--- src/common/hee_regs.vh ---
// register map, field positions and reset values of the event register bank
`ifndef HEE_REGS_VH
`define HEE_REGS_VH

// ****************************************
// register offsets
// ****************************************
`define HEE_AW           12
`define HEE_OFF_EXP_A    12'h354
`define HEE_OFF_EXP_B    12'h358
`define HEE_OFF_CTL      12'h35c
`define HEE_OFF_STS      12'h360
`define HEE_OFF_IRQ_STS  12'h364
`define HEE_OFF_IRQ_MSK  12'h368
`define HEE_OFF_INIT     12'h36c
`define HEE_OFF_AUX      12'h370

// ****************************************
// field positions
// ****************************************
`define HEE_EXP0_MSB     7
`define HEE_EXP0_LSB     1
`define HEE_EXP1_MSB     15
`define HEE_EXP1_LSB     9
`define HEE_EXP2_MSB     23
`define HEE_EXP2_LSB     17
`define HEE_EXP4_MSB     7
`define HEE_EXP4_LSB     1
`define HEE_CTL_INV      0
`define HEE_CTL_RDR_MSB  5
`define HEE_CTL_RDR_LSB  2
`define HEE_STS_PND_MSB  4
`define HEE_STS_PND_LSB  1
`define HEE_INIT_SEL_MSB 2
`define HEE_INIT_SEL_LSB 0
`define HEE_INIT_DONE    31
`define HEE_AUX_ALT      0
`define HEE_IRQ_DONE     0
`define HEE_IRQ_PRT_MSB  4
`define HEE_IRQ_PRT_LSB  1

// ****************************************
// select codes and reset values
// ****************************************
`define HEE_SEL_E0       3'h0
`define HEE_SEL_E1       3'h1
`define HEE_SEL_E2       3'h2
`define HEE_SEL_E4       3'h4
`define HEE_ADDR_RST     7'h00
`define HEE_RDR_RST      4'h0
`define HEE_SEL_RST      3'h0
`define HEE_IRQ_RST      5'h00
`define HEE_ZERO32       32'h0000_0000

`endif

--- src/hw/hee_port_event.v ---
// per-port event redirection: suppresses notifications, raises pending
`timescale 1ns/1ps
module hee_port_event (
  input  wire clk,          // core clock
  input  wire arst_n,       // async reset, active low
  input  wire redirect,     // port event redirect enable
  input  wire event_req,    // port has a hot-plug or pm event pending
  input  wire intx_in,      // interrupt notification request
  input  wire msi_in,       // msi notification request
  input  wire pme_in,       // pm notification request
  output reg  intx_out,     // interrupt request passed on
  output reg  msi_out,      // msi request passed on
  output reg  pme_out,      // pm request passed on
  output reg  pending,      // port signalling on the shared event
  output reg  pending_rise  // one-cycle pulse when pending sets
);

  wire pending_next;

  assign pending_next = redirect & event_req;

  always @(posedge clk or negedge arst_n) begin
    if (!arst_n) begin
      intx_out     <= 1'b0;
      msi_out      <= 1'b0;
      pme_out      <= 1'b0;
      pending      <= 1'b0;
      pending_rise <= 1'b0;
    end else begin
      intx_out     <= intx_in & ~redirect;
      msi_out      <= msi_in & ~redirect;
      pme_out      <= pme_in & ~redirect;
      pending      <= pending_next;
      pending_rise <= pending_next & ~pending;
    end
  end

endmodule

--- src/hw/hee_init_track.v ---
// tracks one expander initialization sequence from start to completion
`timescale 1ns/1ps
module hee_init_track (
  input  wire clk,       // core clock
  input  wire arst_n,    // async reset, active low
  input  wire start,     // address field written
  input  wire done_in,   // sequencer reports completion
  output reg  busy,      // sequence outstanding
  output wire done_evt   // completion of an outstanding sequence
);

  // completion without a started sequence is ignored
  assign done_evt = done_in & busy;

  always @(posedge clk or negedge arst_n) begin
    if (!arst_n) begin
      busy <= 1'b0;
    end else if (start) begin
      busy <= 1'b1;
    end else if (done_in) begin
      busy <= 1'b0;
    end
  end

endmodule

--- src/hw/hee_top.v ---
// event redirection and expander address register bank, top level
//
// Contract
// - first address register holds expanders 0,1,2 in bits 7:1, 15:9, 23:17.
// - second address register holds expander 4 address in bits 7:1 only.
// - polarity bit: clear gives active-low pin 7 output, set gives active-high.
// - port 2 redirect suppresses its notifications, uses shared event output.
// - port 3 redirect suppresses its notifications, uses shared event output.
// - port 4 redirect suppresses its notifications, uses shared event output.
// - port 5 redirect suppresses its notifications, uses shared event output.
// - shared event drives pin 7 only in its alternate function.
// - status bits 1..4 read one while ports 2..5 signal an event.
// - a port status bit never sets unless its redirect bit is set.
// - address write starts init; done flag sets when selected one completes.
`timescale 1ns/1ps
`include "hee_regs.vh"
module hee_top (
  input  wire                clk,            // core clock, 125 MHz
  input  wire                arst_n,         // async reset, active low
  input  wire [`HEE_AW-1:0]  reg_addr,       // register byte address
  input  wire [31:0]         reg_wdata,      // write data
  input  wire                reg_wr,         // write strobe
  input  wire                reg_rd,         // read strobe
  output reg  [31:0]         reg_rdata,      // read data, cycle after rd
  input  wire [3:0]          port_event_req, // ports 5..2 event pending
  input  wire [3:0]          port_intx_in,   // ports 5..2 interrupt req
  input  wire [3:0]          port_msi_in,    // ports 5..2 msi req
  input  wire [3:0]          port_pme_in,    // ports 5..2 pm req
  output wire [3:0]          port_intx_out,  // interrupt req passed on
  output wire [3:0]          port_msi_out,   // msi req passed on
  output wire [3:0]          port_pme_out,   // pm req passed on
  output wire [6:0]          exp0_bus_addr,  // expander 0 bus address
  output wire [6:0]          exp1_bus_addr,  // expander 1 bus address
  output wire [6:0]          exp2_bus_addr,  // expander 2 bus address
  output wire [6:0]          exp4_bus_addr,  // expander 4 bus address
  output reg  [3:0]          exp_init_start, // start init, 4,2,1,0
  input  wire [3:0]          exp_init_done,  // init complete, 4,2,1,0
  output wire [3:0]          exp_init_busy,  // init outstanding
  output reg                 shared_event_out, // event, active high
  output reg                 gpio7_out,      // pin 7 level
  output reg                 gpio7_oe,       // pin 7 driven
  output wire                irq             // level interrupt
);

  // ****************************************
  // registers
  // ****************************************
  reg  [6:0] expander_zero_bus_addr_reg;
  reg  [6:0] expander_one_bus_addr_reg;
  reg  [6:0] expander_two_bus_addr_reg;
  reg  [6:0] expander_four_bus_addr_reg;
  reg        event_polarity_invert_reg;
  reg  [3:0] port_event_redirect_reg;
  reg  [2:0] init_select_reg;
  reg        init_done_reg;
  reg        init_done_next;
  reg        gpio_alt_reg;
  reg  [4:0] irq_sts_reg;
  reg  [4:0] irq_sts_next;
  reg  [4:0] irq_msk_reg;
  reg  [31:0] rdata_next;

  // ****************************************
  // internal signals
  // ****************************************
  wire       wr_exp_a;
  wire       wr_exp_b;
  wire       wr_ctl;
  wire       wr_irq_sts;
  wire       wr_irq_msk;
  wire       wr_init;
  wire       wr_aux;
  wire [3:0] port_event_pending;
  wire [3:0] pending_rise;
  wire [3:0] init_start_w;
  wire [3:0] init_evt;
  wire [3:0] sel_match;
  wire       done_set;
  wire [4:0] irq_set;
  wire       shared_event_next;
  wire       pin_level_next;

  // ****************************************
  // write decode
  // ****************************************
  assign wr_exp_a   = reg_wr & (reg_addr == `HEE_OFF_EXP_A);
  assign wr_exp_b   = reg_wr & (reg_addr == `HEE_OFF_EXP_B);
  assign wr_ctl     = reg_wr & (reg_addr == `HEE_OFF_CTL);
  assign wr_irq_sts = reg_wr & (reg_addr == `HEE_OFF_IRQ_STS);
  assign wr_irq_msk = reg_wr & (reg_addr == `HEE_OFF_IRQ_MSK);
  assign wr_init    = reg_wr & (reg_addr == `HEE_OFF_INIT);
  assign wr_aux     = reg_wr & (reg_addr == `HEE_OFF_AUX);

  // ****************************************
  // expander address registers
  // ****************************************
  always @(posedge clk or negedge arst_n) begin
    if (!arst_n) begin
      expander_zero_bus_addr_reg <= `HEE_ADDR_RST;
      expander_one_bus_addr_reg  <= `HEE_ADDR_RST;
      expander_two_bus_addr_reg  <= `HEE_ADDR_RST;
    end else if (wr_exp_a) begin
      expander_zero_bus_addr_reg <=
        reg_wdata[`HEE_EXP0_MSB:`HEE_EXP0_LSB];
      expander_one_bus_addr_reg  <=
        reg_wdata[`HEE_EXP1_MSB:`HEE_EXP1_LSB];
      expander_two_bus_addr_reg  <=
        reg_wdata[`HEE_EXP2_MSB:`HEE_EXP2_LSB];
    end
  end

  always @(posedge clk or negedge arst_n) begin
    if (!arst_n) begin
      expander_four_bus_addr_reg <= `HEE_ADDR_RST;
    end else if (wr_exp_b) begin
      expander_four_bus_addr_reg <=
        reg_wdata[`HEE_EXP4_MSB:`HEE_EXP4_LSB];
    end
  end

  assign exp0_bus_addr = expander_zero_bus_addr_reg;
  assign exp1_bus_addr = expander_one_bus_addr_reg;
  assign exp2_bus_addr = expander_two_bus_addr_reg;
  assign exp4_bus_addr = expander_four_bus_addr_reg;

  // ****************************************
  // event control and configuration
  // ****************************************
  always @(posedge clk or negedge arst_n) begin
    if (!arst_n) begin
      event_polarity_invert_reg <= 1'b0;
      port_event_redirect_reg   <= `HEE_RDR_RST;
    end else if (wr_ctl) begin
      event_polarity_invert_reg <= reg_wdata[`HEE_CTL_INV];
      port_event_redirect_reg   <=
        reg_wdata[`HEE_CTL_RDR_MSB:`HEE_CTL_RDR_LSB];
    end
  end

  always @(posedge clk or negedge arst_n) begin
    if (!arst_n) begin
      gpio_alt_reg <= 1'b0;
    end else if (wr_aux) begin
      gpio_alt_reg <= reg_wdata[`HEE_AUX_ALT];
    end
  end

  always @(posedge clk or negedge arst_n) begin
    if (!arst_n) begin
      init_select_reg <= `HEE_SEL_RST;
    end else if (wr_init) begin
      init_select_reg <=
        reg_wdata[`HEE_INIT_SEL_MSB:`HEE_INIT_SEL_LSB];
    end
  end

  // ****************************************
  // per-port event redirection, ports 2..5
  // ****************************************
  genvar gi;
  generate
    for (gi = 0; gi < 4; gi = gi + 1) begin : g_port
      hee_port_event u_port (
        .clk          (clk),
        .arst_n       (arst_n),
        .redirect     (port_event_redirect_reg[gi]),
        .event_req    (port_event_req[gi]),
        .intx_in      (port_intx_in[gi]),
        .msi_in       (port_msi_in[gi]),
        .pme_in       (port_pme_in[gi]),
        .intx_out     (port_intx_out[gi]),
        .msi_out      (port_msi_out[gi]),
        .pme_out      (port_pme_out[gi]),
        .pending      (port_event_pending[gi]),
        .pending_rise (pending_rise[gi])
      );
    end
  endgenerate

  // ****************************************
  // shared event output on pin 7
  // ****************************************
  assign shared_event_next = |port_event_pending;
  // deasserted level follows the polarity even when idle
  assign pin_level_next = event_polarity_invert_reg ?
                          shared_event_next :
                          ~shared_event_next;

  always @(posedge clk or negedge arst_n) begin
    if (!arst_n) begin
      shared_event_out <= 1'b0;
      gpio7_out        <= 1'b1;
      gpio7_oe         <= 1'b0;
    end else begin
      shared_event_out <= shared_event_next;
      gpio7_out        <= pin_level_next;
      gpio7_oe         <= gpio_alt_reg;
    end
  end

  // ****************************************
  // expander initialization tracking
  // ****************************************
  // a write to an address register restarts every field in it
  assign init_start_w = {wr_exp_b, wr_exp_a, wr_exp_a, wr_exp_a};

  always @(posedge clk or negedge arst_n) begin
    if (!arst_n) begin
      exp_init_start <= 4'h0;
    end else begin
      exp_init_start <= init_start_w;
    end
  end

  generate
    for (gi = 0; gi < 4; gi = gi + 1) begin : g_init
      hee_init_track u_init (
        .clk      (clk),
        .arst_n   (arst_n),
        .start    (exp_init_start[gi]),
        .done_in  (exp_init_done[gi]),
        .busy     (exp_init_busy[gi]),
        .done_evt (init_evt[gi])
      );
    end
  endgenerate

  assign sel_match[0] = (init_select_reg == `HEE_SEL_E0);
  assign sel_match[1] = (init_select_reg == `HEE_SEL_E1);
  assign sel_match[2] = (init_select_reg == `HEE_SEL_E2);
  assign sel_match[3] = (init_select_reg == `HEE_SEL_E4);
  assign done_set     = |(init_evt & sel_match);

  // done flag: write one clears, a completion in the same cycle wins
  always @* begin
    init_done_next = init_done_reg;
    if (wr_init & reg_wdata[`HEE_INIT_DONE]) begin
      init_done_next = 1'b0;
    end
    if (done_set) begin
      init_done_next = 1'b1;
    end
  end

  always @(posedge clk or negedge arst_n) begin
    if (!arst_n) begin
      init_done_reg <= 1'b0;
    end else begin
      init_done_reg <= init_done_next;
    end
  end

  // ****************************************
  // interrupt status and mask
  // ****************************************
  assign irq_set = {pending_rise, done_set};

  always @* begin
    irq_sts_next = irq_sts_reg;
    if (wr_irq_sts) begin
      irq_sts_next = irq_sts_reg &
        ~reg_wdata[`HEE_IRQ_PRT_MSB:`HEE_IRQ_DONE];
    end
    irq_sts_next = irq_sts_next | irq_set;
  end

  always @(posedge clk or negedge arst_n) begin
    if (!arst_n) begin
      irq_sts_reg <= `HEE_IRQ_RST;
    end else begin
      irq_sts_reg <= irq_sts_next;
    end
  end

  always @(posedge clk or negedge arst_n) begin
    if (!arst_n) begin
      irq_msk_reg <= `HEE_IRQ_RST;
    end else if (wr_irq_msk) begin
      irq_msk_reg <= reg_wdata[`HEE_IRQ_PRT_MSB:`HEE_IRQ_DONE];
    end
  end

  assign irq = |(irq_sts_reg & irq_msk_reg);

  // ****************************************
  // read back
  // ****************************************
  always @* begin
    rdata_next = `HEE_ZERO32;
    case (reg_addr)
      `HEE_OFF_EXP_A: begin
        rdata_next[`HEE_EXP0_MSB:`HEE_EXP0_LSB] =
          expander_zero_bus_addr_reg;
        rdata_next[`HEE_EXP1_MSB:`HEE_EXP1_LSB] =
          expander_one_bus_addr_reg;
        rdata_next[`HEE_EXP2_MSB:`HEE_EXP2_LSB] =
          expander_two_bus_addr_reg;
      end
      `HEE_OFF_EXP_B: begin
        rdata_next[`HEE_EXP4_MSB:`HEE_EXP4_LSB] =
          expander_four_bus_addr_reg;
      end
      `HEE_OFF_CTL: begin
        rdata_next[`HEE_CTL_INV] = event_polarity_invert_reg;
        rdata_next[`HEE_CTL_RDR_MSB:`HEE_CTL_RDR_LSB] =
          port_event_redirect_reg;
      end
      `HEE_OFF_STS: begin
        rdata_next[`HEE_STS_PND_MSB:`HEE_STS_PND_LSB] =
          port_event_pending;
      end
      `HEE_OFF_IRQ_STS: begin
        rdata_next[`HEE_IRQ_PRT_MSB:`HEE_IRQ_DONE] = irq_sts_reg;
      end
      `HEE_OFF_IRQ_MSK: begin
        rdata_next[`HEE_IRQ_PRT_MSB:`HEE_IRQ_DONE] = irq_msk_reg;
      end
      `HEE_OFF_INIT: begin
        rdata_next[`HEE_INIT_SEL_MSB:`HEE_INIT_SEL_LSB] =
          init_select_reg;
        rdata_next[`HEE_INIT_DONE] = init_done_reg;
      end
      `HEE_OFF_AUX: begin
        rdata_next[`HEE_AUX_ALT] = gpio_alt_reg;
      end
      default: begin
        rdata_next = `HEE_ZERO32;
      end
    endcase
  end

  // data stands only in the cycle after the read strobe
  always @(posedge clk or negedge arst_n) begin
    if (!arst_n) begin
      reg_rdata <= `HEE_ZERO32;
    end else if (reg_rd) begin
      reg_rdata <= rdata_next;
    end else begin
      reg_rdata <= `HEE_ZERO32;
    end
  end

endmodule

--- config.mk ---
export PLATFORM = sky130hd
export DESIGN_NAME = hee_top
export DESIGN_NICKNAME = d
export VERILOG_FILES = /design/src/hw/hee_port_event.v /design/src/hw/hee_init_track.v /design/src/hw/hee_top.v
export VERILOG_INCLUDE_DIRS = /design/src /design/src/common
export SDC_FILE = /design/constraint.sdc
export NUM_CORES = 1
export LEC_CHECK = 0
export ABC_AREA = 0
export BUFFER_PORTS_ARGS = -buffer_cell sky130_fd_sc_hd__buf_4
export CORE_ASPECT_RATIO = 1.2
export CORE_MARGIN = 3
export CORE_UTILIZATION = 37
export CTS_CLUSTER_DIAMETER = 50
export DETAILED_ROUTE_END_ITERATION = 10
export PLACE_DENSITY_LB_ADDON = 0.2
export REMOVE_ABC_BUFFERS = 1
export SYNTH_ARGS = -nofsm -noshare
export SYNTH_HDL_FRONTEND = slang
export SYNTH_SLANG_ARGS = --single-unit
--- constraint.sdc ---
create_clock -name clk -period 1.2 [get_ports clk]
set_input_delay 0.06 -clock clk [delete_from_list [all_inputs] [get_ports clk]]
set_output_delay 0.06 -clock clk [all_outputs]
set_load 0.02 [all_outputs]
Yosys cells after proc, flatten, opt, wreduce, memory -nomap -nowiden
Index checks and enable logic that the tools add are counted.
{"block": "classes", "n_mux": 22, "n_eq_ne": 11, "n_reduce_logical": 9, "n_bitwise": 46}
{"cell": "== test 12 x 10 -> 1 bit (second input constant)", "count": 8}
{"cell": "AND 1 bit", "count": 32}
{"cell": "2-to-1 mux 32 bit", "count": 1}
{"cell": "2-to-1 mux 7 bit", "count": 2}
{"cell": "2-to-1 mux 1 bit", "count": 12}
{"cell": "case mux 2 bit (6 select lines)", "count": 1}
{"cell": "AND 5 bit", "count": 2}
{"cell": "nonzero test 2 bit", "count": 5}
{"cell": "inverter 1 bit", "count": 9}
{"cell": "OR reduction 4 bit", "count": 2}
{"cell": "case mux 1 bit (7 select lines)", "count": 1}
{"cell": "case mux 1 bit (6 select lines)", "count": 1}
{"cell": "2-to-1 mux 5 bit", "count": 1}
{"cell": "inverter 5 bit", "count": 1}
{"cell": "bitwise OR 5 bit", "count": 1}
{"cell": "case mux 1 bit (5 select lines)", "count": 1}
{"cell": "OR reduction 5 bit", "count": 1}
{"cell": "AND 4 bit", "count": 1}
{"cell": "case mux 2 bit (2 select lines)", "count": 1}
{"cell": "== test 3 x 1 -> 1 bit (second input constant)", "count": 1}
{"cell": "== test 3 x 2 -> 1 bit (second input constant)", "count": 1}
{"cell": "== test 3 bit (second input constant)", "count": 1}
{"cell": "logical NOT 3 bit", "count": 1}
{"cell": "case mux 1 bit (3 select lines)", "count": 1}
{"block": "totals", "reg_bits": 111}

Logic depth before layout (Yosys ltp)
Gate-level depths: netlist (run 1).
{"block": "logic_depth", "ltp_word": 5, "ltp_mapped": 6, "depth_no_buf": 4}

Modules after synthesis
A second synthesis (run 1) with hierarchy kept.
{"block": "unflattened", "hier_cells": 309, "area_unflattened_um2": 4169.0}
{"module": "hee_top", "area_per_inst_um2": 3358.2, "cells_per_inst": 253, "seq_area_each_um2": 1903.1, "instances": 1}
{"module": "hee_port_event", "area_per_inst_um2": 158.9, "cells_per_inst": 10, "seq_area_each_um2": 125.1, "instances": 4}
{"module": "hee_init_track", "area_per_inst_um2": 43.8, "cells_per_inst": 4, "seq_area_each_um2": 25.0, "instances": 4}

Least setup slack after synthesis (run 1)
No wires, ideal clock.
{"block": "synth_path", "kind": "in2reg", "start": "input port reg_addr[1]", "end": "register expander_zero_bus_addr_reg[0] (netlist: exp0_bus_addr[0])", "path_buffers": 1, "stages": 5, "required_time_ns": 1.075, "t_arrival_ns": 1.398, "setup_slack_ns": -0.323, "path_cell_list": "nor4b_4 -> nand2_2 -> nor3_4 -> buf_6 -> mux2_2"}
{"block": "synth_via", "elab_chain_len": 2}
{"item": "from (decl)", "line": "hee_top.v:20", "rtl": "input wire [`HEE_AW-1:0] reg_addr,"}
{"item": "== test 12 x 10 -> 1 bit"}
{"item": "AND 1 bit", "line": "hee_top.v:86", "rtl": "assign wr_exp_a = reg_wr & (reg_addr == `HEE_OFF_EXP_A);"}
{"item": "to (signal assigned)", "line": "hee_top.v:99", "rtl": "expander_zero_bus_addr_reg <= `HEE_ADDR_RST;"}
{"item": "to (signal assigned)", "line": "hee_top.v:103", "rtl": "expander_zero_bus_addr_reg <="}
{"item": "to (decl)", "line": "hee_top.v:48", "rtl": "reg [6:0] expander_zero_bus_addr_reg;"}
Every way passes these cells.
A chain may end at the register's enable or synchronous reset.

Final worst setup path (run 1)
{"block": "layout_path", "start": "register irq_msk_reg[4]", "end": "output port irq"}
{"block": "layout_via", "elab_chain_len": 2}
{"item": "from (decl)", "line": "hee_top.v:60", "rtl": "reg [4:0] irq_msk_reg;"}
{"item": "from (signal assigned)", "line": "hee_top.v:277", "rtl": "irq_msk_reg <= `HEE_IRQ_RST;"}
{"item": "from (signal assigned)", "line": "hee_top.v:279", "rtl": "irq_msk_reg <= reg_wdata[`HEE_IRQ_PRT_MSB:`HEE_IRQ_DONE];"}
{"item": "AND 5 bit", "line": "hee_top.v:283", "rtl": "assign irq = |(irq_sts_reg & irq_msk_reg);"}
{"item": "OR reduction 5 bit", "line": "hee_top.v:283"}
{"item": "to (decl)", "line": "hee_top.v:42", "rtl": "output wire irq"}
Every way passes these cells.

==> impl_metrics.yaml, run 1 <==
status:
  outcome: "finished with violations"
  violations: "negative setup slack"
synth:
  ys_seq_area_share_pct: 59.4
  synthAdderAreaFrac_pct: 0
  yosysWarnings: 0
  synth-compound-area-share_pct: 6.08
  synth_area_per_cell_um2: 12.8
  syn-cell-area_um2: 4220
  ys_seq_elements: 100
  synth-edff-count: 0
  synth_ff_type: "dfrtp_1"
  synthSimpleGateAreaFrac_pct: 13.5
  async_flop_share_pct: 100
  synth_top_area_cell: "dfrtp_1"
  synth.mux.area_fraction_pct: 13.4
  synth_xor_area_share_pct: 0.208
  ys_types: 48
  synth_top_area_share_pct: 58.8
  yosys-top-cells-area: "dfrtp_1 59%, mux2_2 11%, buf_4 5.2%, nor2b_1 3.0%, and2_1 2.8%"
  synthCells: 329
  synth_top_family_by_area: "simple AND/OR/NAND/NOR gates"
sta:
  fin_worst_skew_ps: 10.5
  finalHoldViolCount: 0
  finalCritPeriodShare_pct: 117
  setup_viol: 23
  grt_setup_unrepaired: "yes"
  finalWorstSetupSlack_ps: -201
  fmax_mhz: 714
  slew_violations: 0
  tns_ps: -1710
  min_period_ps: 1400
drt:
  routed-wl-met2_mm: 5.79
  met1_length_mm: 4.75
  num_vias: 3271
  drtIter0Drc: 97
  wl_per_cell_um: 16.5
  via_per_inst: 4.69
  drtPass1Iterations: 4
  wirelength_mm: 11.5
  post-route-drc-count: 0
  met3_length_um: 815
  detail-route-antenna-nets: 0
  top_layer_used: "met4"
cts:
  cts_htree_levels: 3
  cts.sinks: 100
  path_clk_slew_ps: 70
  clock_path_buffers: 2
  root_buffer: "clkbuf_16"
  numCtsBuffers: 9
  insertion_delay_ps: 340
  cts_tree: "yes"
critical_path:
  startpoint_type: "register"
  cp.required_ps: 1140
  path_max_fanout: 2
  cp-end-kind: "primary output"
  critPathKind: "reg2out"
  critPathArrivalTime_ps: 1340
die:
  io_pins: 152
  rows: 42
  core-area_um2: 11100
  start_util_pct: 38.0
  die_h_um: 123
  die-area_um2: 12700
  die_x_um: 103
grt:
  grtUsageTotal_pct: 18.4
  antenna_found_initial: 0
  grt_pass1_vias: 3383
  grt_pass1_wl_mm: 17.5
  gr-total-overflow: 0
  grt_max_degree: 33
flow_run:
  drv_cap: 0
finish:
  antennaDiodeCount: 0
  utilization_pct: 59.4
  regMostFlops: "reg_rdata"
  largest_reg_flops: 23
  final_cells: 697
  drive_gt1_share_pct: 49.2
  nNetsFinal: 606
  syn2layout_area_growth_pct: 56.3
placed_design:
  gp_congestion: 0.801
  place_inst: 633
  portBuffers: 133
  pre_cts_slack_ps: -514
  hpwlAfterDp_mm: 7.87
worst_hold_path:
  holdCritPathClass: "in2reg"
pwr:
  p_total_uw: 6830
  peakVddDrop_v: 0.00109
  powerDensity_nw_per_um2: 1040
  leakagePower_uw: 0.00338
[synth_stat cells (2+ instances only)]
cell,number
inv_1,10
a21o_1,4
a21oi_1,7
buf_4,29
nand4_1,5
a22oi_1,6
nand3b_1,2
nor2_1,15
nand2_1,12
nor3_4,2
and2_1,19
mux2_2,42
nor2b_1,20
dfrtp_1,99
a31oi_1,4
o21ai_0,3
mux2i_1,6
o2bb2ai_1,4
nand3_1,5
nand2b_1,2
and3b_1,2
buf_6,2
clkbuf_1,4
[stage by stage]
stage / hold slack [ps] / instance area (um^2)
global placement: 44.1 / 5570
detailed placement: 45.0 / 5570
global route: 11.3 / 6590
finish: 8.65 / 6590
CTS: 0.221 / 6530
floorplan: -236 / 3980
[what timing repair did]
action                                 CTS  global route
setup endpoints to repair               35            68
endpoints found under the hold margin   70             1
setup buffers                            7             4
cloned                                   3             0
resized for setup                       39            23
hold buffers                            37             1
pin swaps                                9            10
[routing by layer]
layer	global-route usage [%]	up-vias
met5	0	-
met4	4.78	0
met3	5.25	14
met2	30.5	121
met1	23.5	1620
li1	-	1516
[final cells by class]
class | count | area [um^2]
Clock inverter | 5 | 35.0
Tap cell | 154 | 193
Inverter | 10 | 37.5
Sequential cell | 100 | 2500
Multi-Input combinational cell | 189 | 1610
Clock buffer | 11 | 243
Timing Repair Buffer | 228 | 1970
Fill cell | 879 | 4500
[critical path, stage by stage (launching register included)]
cell	delay (ps)
dfrtp_1	390
a222oi_1	320
nand2_1	140
buf_6	150
[power breakdown]
part           switching, uW  internal (uW)  total (uW)  leakage [uW]
clock network           1230           1470        2700      0.000136
registers               26.5           3420        3440       0.00134
logic                    315            371         686       0.00190
total                   1570           5260        6830       0.00338
[logic make-up (layout without fill, tap and decap cells)]
family,count (synthesis),in the layout
mux,50,50
xor+xnor,1,1
simple gates,93,93
other cells,1,9
compound gates,36,36
flops,100,100
buf+inv,48,254
[final timing paths]
check / from / to / slack (ps) / depth (start not counted)
max reg2reg: init_select_reg[1]$_DFFE_PN0N_ / reg_rdata[1]$_DFF_PN0_ / 10 / 3
max in group asynchronous: arst_n / irq_msk_reg[3]$_DFFE_PN0P_ / 470 / 3
min reg2reg: gpio_alt_reg$_DFFE_PN0P_ / gpio7_oe$_DFF_PN0_ / 410 / 0
min in group asynchronous: arst_n / exp2_bus_addr[6]$_DFFE_PN0P_ / 210 / 2
min: exp_init_done[3] / g_init[3].u_init.busy$_DFFE_PN0P_ / 9 / 3
max: irq_msk_reg[4]$_DFFE_PN0P_ / irq / -200 / 3
[cells in the final DEF (no fill, tap or decap), types with 3 or more instances in the layout]
cell,netlist,routed
buf_4,29,170
dfrtp_1,99,98
dlygate4sd3_1,0,38
mux2_4,0,30
nor2b_1,20,19
and2_1,19,18
nor2_1,15,15
mux2_2,42,13
buf_6,2,11
nand2_1,12,10
inv_1,10,10
conb_1,1,9
clkbuf_16,0,9
buf_12,0,8
a21oi_1,7,7
a22oi_1,6,6
mux2i_1,6,6
nand4_1,5,5
nand3_1,5,5
o2bb2ai_1,4,4
a31oi_1,4,4
a21o_1,4,4
nor3_4,2,3
o21ai_0,3,3
Note: power is estimated with default switching activity, not from simulation.
==> inputs of run 2 (changes only) <==
--- a/config.mk
+++ b/config.mk
@@ -7,10 +7,10 @@
 export NUM_CORES = 1
 export LEC_CHECK = 0
 export ABC_AREA = 0
-export BUFFER_PORTS_ARGS = -buffer_cell sky130_fd_sc_hd__buf_4
+export BUFFER_PORTS_ARGS = -buffer_cell sky130_fd_sc_hd__buf_2
 export CORE_ASPECT_RATIO = 1.2
 export CORE_MARGIN = 3
-export CORE_UTILIZATION = 37
+export CORE_UTILIZATION = 45
 export CTS_CLUSTER_DIAMETER = 50
 export DETAILED_ROUTE_END_ITERATION = 10
 export PLACE_DENSITY_LB_ADDON = 0.2
==> run 2 against run 1 <==
Net effect:
- clock skew down 2.5 ps
- wire length is 3.9% lower
- first-iteration DRC count grew 54%
- combinational power down 9.6%
- clock-buffer cell count grew 2
- setup slack got worse by 55 ps
- clock power fell by 35%
- the run still ends with negative setup slack left
==> impl_metrics.yaml, run 2 (synthesis gave the netlist of run 1 again) <==
status:
  outcome: "finished with violations"
  violations: "negative setup slack"
grt:
  grt_max_degree: 44
  use_met1_pct: 27.5
  grtUsageMet2_pct: 36.9
  antenna_found_initial: 0
  grt_pass1_vias: 3525
  grt_pass1_wl_mm: 17.7
  use_met3_pct: 4.89
  grt.busiest_layer: "met2"
  grtUsageTotal_pct: 21.7
  gr-total-overflow: 0
cts:
  insertion_delay_ps: 350
  cts_tree: "yes"
  clock_path_buffers: 2
  path_clk_slew_ps: 90
  root_buffer: "clkbuf_8"
  cts_htree_levels: 3
  cts.sinks: 100
  numCtsBuffers: 9
finish:
  final_cell_mix: "127 x buf_2, 98 x dfrtp_1, 47 x buf_4"
  antennaDiodeCount: 0
  nNetsFinal: 613
  largest_reg_flops: 23
  drive_gt1_share_pct: 48.1
  final_common_cell: "buf_2"
  syn2layout_area_growth_pct: 45.9
  utilization_pct: 67.7
  regMostFlops: "reg_rdata"
pwr:
  pwr-share-comb_pct: 10.7
  power.switching_uw: 1360
  p_int_uw: 4450
  p_clk_share_pct: 30.1
  peakVddDrop_v: 0.000908
  switching_share_pct: 23.4
  pwr-share-seq_pct: 59.2
  leakagePower_uw: 0.00330
  powerDensity_nw_per_um2: 945
critical_path:
  critPathArrivalTime_ps: 1400
  cp.required_ps: 1140
  path_max_fanout: 3
  path_cells: "a222oi_1 -> nand2_1 -> buf_6"
  cp_top_family: "flip-flops"
  crit_slowest_cell: "dfrtp_1"
  critPathBufInv: 1
  critPathKind: "reg2out"
  startpoint_type: "register"
  cp-end-kind: "primary output"
  critPathMaxStageDelay_ps: 400
drt:
  wirelength_mm: 11.1
  drtPass1Iterations: 6
  via_per_inst: 4.95
  drtIter0Drc: 149
  detail-route-antenna-nets: 0
  post-route-drc-count: 0
  wl_per_cell_um: 16.6
  num_vias: 3300
placed_design:
  portBuffers: 133
  hpwlAfterDp_mm: 7.35
  gp_congestion: 0.879
sta:
  grt_setup_unrepaired: "yes"
  tns_ps: -1040
  finalHoldViolCount: 0
  slew_violations: 0
  fin_worst_skew_ps: 8.00
  finalCritPeriodShare_pct: 121
  fmax_mhz: 687
  min_period_ps: 1460
  finalWorstSetupSlack_ps: -256
  setup_viol: 25
  holdWs_ps: 53.2
die:
  die_h_um: 112
  rows: 38
  die-area_um2: 10600
  io_pins: 152
  start_util_pct: 46.4
  die_x_um: 94.4
  core-area_um2: 9080
flow_run:
  drv_cap: 0
worst_hold_path:
  holdCritPathClass: "in2reg"
## run 2: cell types whose count changed in the layout (fill, tap and decap cells not counted), moves of 2 or more
cell,before,now
buf_4,170,47
clkbuf_8,1,9
clkbuf_1,1,4
clkbuf_16,9,0
buf_2,0,127
dlygate4sd3_1,38,42
clkinv_2,2,0
inv_6,2,0
## run 2: what timing repair did
action                                  4_1_cts  5_1_grt
gates resized for setup                      43       19
pin swaps                                     6       13
hold buffers                                 42        0
endpoints found under the hold margin       147        0
buffers inserted                             13        1
gates cloned                                  3        1
endpoints found under the setup margin       39       65
## run 2: power by group through the flow
stage	clock network [uW]	registers (uW)	logic, uW
after global placement	0	3500	472
after CTS	1830	3440	610
final	1750	3440	620
after global routing	1940	3440	676
after floorplan	0	3530	121
after detailed placement	0	3500	479
## run 2: final cells by class
| cell class | count | area [um^2] |
|---|---|---|
| Clock buffer | 13 | 139 |
| Sequential cell | 100 | 2500 |
| Fill cell | 683 | 2930 |
| Timing Repair Buffer | 235 | 1700 |
| Tap cell | 120 | 150 |
| Multi-Input combinational cell | 189 | 1620 |
| Inverter | 10 | 37.5 |
## run 2: metrics by stage
step                      cell area, um^2  total power, uW  std cells  setup WS, ps
after floorplan                      3980             3650        299          -980
after global placement               5180             3980        596          -485
after detailed placement             5180             3980        596          -499
after CTS                            6100             5870        667          -275
after global routing                 6150             6060        667          -331
final                                6150             5810        667          -256
## run 2: routing by layer
layer	share of wire, %	up-vias
li1	-	1521
met1	39	1622
met2	52	136
met3	6.9	21
met4	1.6	0
met5	0	-
## run 2: path summary, 6_finish.rpt
path | start | to | slack, ps | depth (start not counted)
max | irq_sts_reg[4]$_DFF_PN0_ | irq | -260 | 3
min | reg_wdata[0] | gpio_alt_reg$_DFFE_PN0P_ | 50 | 2
max reg2reg | init_select_reg[1]$_DFFE_PN0N_ | reg_rdata[1]$_DFF_PN0_ | 10 | 3
min reg2reg | gpio_alt_reg$_DFFE_PN0P_ | gpio7_oe$_DFF_PN0_ | 410 | 0
max in group asynchronous | arst_n | gpio7_out$_DFF_PN1_ | 610 | 3
min in group asynchronous | arst_n | gpio7_oe$_DFF_PN0_ | 90 | 2
==> inputs of run 3 (changes only) <==
--- a/config.mk
+++ b/config.mk
@@ -7,13 +7,14 @@
 export NUM_CORES = 1
 export LEC_CHECK = 0
 export ABC_AREA = 0
+export ABC_CLOCK_PERIOD_IN_PS = 1200
 export BUFFER_PORTS_ARGS = -buffer_cell sky130_fd_sc_hd__buf_2
 export CORE_ASPECT_RATIO = 1.2
 export CORE_MARGIN = 3
 export CORE_UTILIZATION = 45
 export CTS_CLUSTER_DIAMETER = 50
 export DETAILED_ROUTE_END_ITERATION = 10
-export PLACE_DENSITY_LB_ADDON = 0.2
+export PLACE_DENSITY = 0.78
 export REMOVE_ABC_BUFFERS = 1
 export SYNTH_ARGS = -nofsm -noshare
 export SYNTH_HDL_FRONTEND = slang
==> run 3 against run 2 <==
Net effect:
- the run still ends with negative setup slack left
- sequential share of layout area rose by 0.48 points
- hold slack got worse by 20 ps
- fmax rose by 0.20%
- first-iteration DRC count shrank 13%
- global-route usage is 0.84 points lower
- critical path type unchanged
- largest cell class unchanged
==> impl_metrics.yaml, run 3 (synthesis gave the netlist of run 1 again) <==
critical_path:
  ff2ff_path_depth: 3
  critPathKind: "reg2out"
  critPathArrivalTime_ps: 1390
  path_cells: "a222oi_1 -> nand2_1 -> buf_6"
  crit_slowest_cell: "dfrtp_1"
  worstSetupStartpoint: "irq_sts_reg[4]$_DFF_PN0_"
  critPathMaxStageDelay_ps: 400
  cp_top_family: "flip-flops"
  rrSetupSlack_ps: 20
  cp.required_ps: 1140
  startpoint_type: "register"
  cp-end-kind: "primary output"
  path_max_fanout: 2
  r2r-end: "reg_rdata[1]$_DFF_PN0_"
  r2r-start: "init_select_reg[1]$_DFFE_PN0N_"
  critPathBufInv: 1
grt:
  grt_max_degree: 35
  antenna_found_initial: 0
  grtUsageTotal_pct: 20.8
  gr-total-overflow: 0
  grt_pass1_vias: 3355
  grt_pass1_wl_mm: 16.7
sta:
  setup_viol: 22
  finalHoldViolCount: 0
  min_period_ps: 1450
  finalCritPeriodShare_pct: 121
  finalWorstSetupSlack_ps: -253
  fmax_mhz: 688
  slew_violations: 0
  grt_setup_unrepaired: "yes"
  fin_worst_skew_ps: 7.02
cts:
  clock_path_buffers: 2
  numCtsBuffers: 9
  cts_htree_levels: 3
  root_buffer: "clkbuf_8"
  path_clk_slew_ps: 90
  cts_tree: "yes"
  insertion_delay_ps: 360
  cts.sinks: 100
pwr:
  leakagePower_uw: 0.00325
  powerDensity_nw_per_um2: 984
  peakVddDrop_v: 0.000763
drt:
  drtPass1Iterations: 4
  post-route-drc-count: 0
  wl_per_cell_um: 17.0
  num_vias: 3267
  via_per_inst: 4.91
  drtIter0Drc: 130
  detail-route-antenna-nets: 0
  wirelength_mm: 11.3
finish:
  utilization_pct: 66.9
  final_cells: 666
  regMostFlops: "reg_rdata"
  final_common_cell: "buf_2"
  largest_reg_flops: 23
  antennaDiodeCount: 0
  syn2layout_area_growth_pct: 44.2
  nNetsFinal: 609
  final_cell_mix: "129 x buf_2, 98 x dfrtp_1, 47 x buf_4"
  drive_gt1_share_pct: 48.2
  finalInstanceArea_um2: 6080
placed_design:
  gp_congestion: 0.891
  placed_area_um2: 5160
  place_inst: 594
  hpwlAfterDp_mm: 7.55
  portBuffers: 133
worst_hold_path:
  worstHoldEndpoint: "init_done_reg$_DFFE_PN0P_"
  min_delay_path_depth: 4
  min_from: "reg_wdata[31]"
  holdCritPathClass: "in2reg"
die:
  io_pins: 152
  die_x_um: 94.4
  core-area_um2: 9080
  die-area_um2: 10600
  die_h_um: 112
  rows: 38
  start_util_pct: 46.4
status:
  outcome: "finished with violations"
  violations: "negative setup slack"
flow_run:
  drv_cap: 0
==> run 3: cell count changes in the layout (fill, tap and decap cells not counted), sizes merged <==
| cell | delta |
|---|---|
| buf | -6 |
| clkinvlp | +1 |
| clkbuf | +2 |
| clkinv | +1 |
| inv | +1 |
==> run 3: worst max-delay path by stage <==
stage	end	slack (ps)	cells past startpoint
global route	irq	-330	3
CTS	irq	-260	3
global placement	exp4_bus_addr[4]$_DFFE_PN0P_	-510	6
floorplan	exp0_bus_addr[0]$_DFFE_PN0P_	-980	4
finish	irq	-250	3
detailed placement	exp4_bus_addr[4]$_DFFE_PN0P_	-490	6
==> run 3: timing repair <==
item,in CTS,in global routing
setup buffers,4,7
hold endpoints to repair,148,0
cloned,0,3
hold buffers,42,0
setup endpoints to repair,15,45
resized for setup,9,38
pin swaps,5,8
==> run 3: per-stage QoR <==
stage	worst slack (ps)	hold WS (ps)	setup TNS [ps]	power, uW
finish	-253	33.4	-772	5980
global route	-331	41.1	-1540	6260
CTS	-258	19.5	-263	6010
detailed placement	-487	-1.23	-20910	3990
global placement	-508	-5.18	-21660	3990
floorplan	-980	-236	-38910	3650
==> run 3: area by class of cell <==
class / instances / area [um^2]
clock inverters: 3 / 21.3
flip-flops and latches: 100 / 2500
clock buffers: 13 / 149
well taps: 120 / 150
inverters: 10 / 37.5
fillers: 687 / 3000
multi-input cells: 189 / 1590
repair buffers: 231 / 1630
==> run 3: routing by layer <==
metal	track usage [%]	part of all wire, %	wire, um	vias up
met5	0	0	0	-
met4	8.67	2.3	257	0
met3	4.62	6.9	779	20
met2	35.7	52	5880	120
met1	25.1	39	4400	1609
li1	-	-	-	1518
==> run 3: where the power goes <==
part,internal [uW],switching (uW)
logic,307,310
registers,3410,26.3
clock network,819,1110
==> run 3: tightest hold or removal path, stage by stage <==
cell and delay [ps]:
buf_2 100, nand3_1 70, o21ai_0 70, nand2_1 60
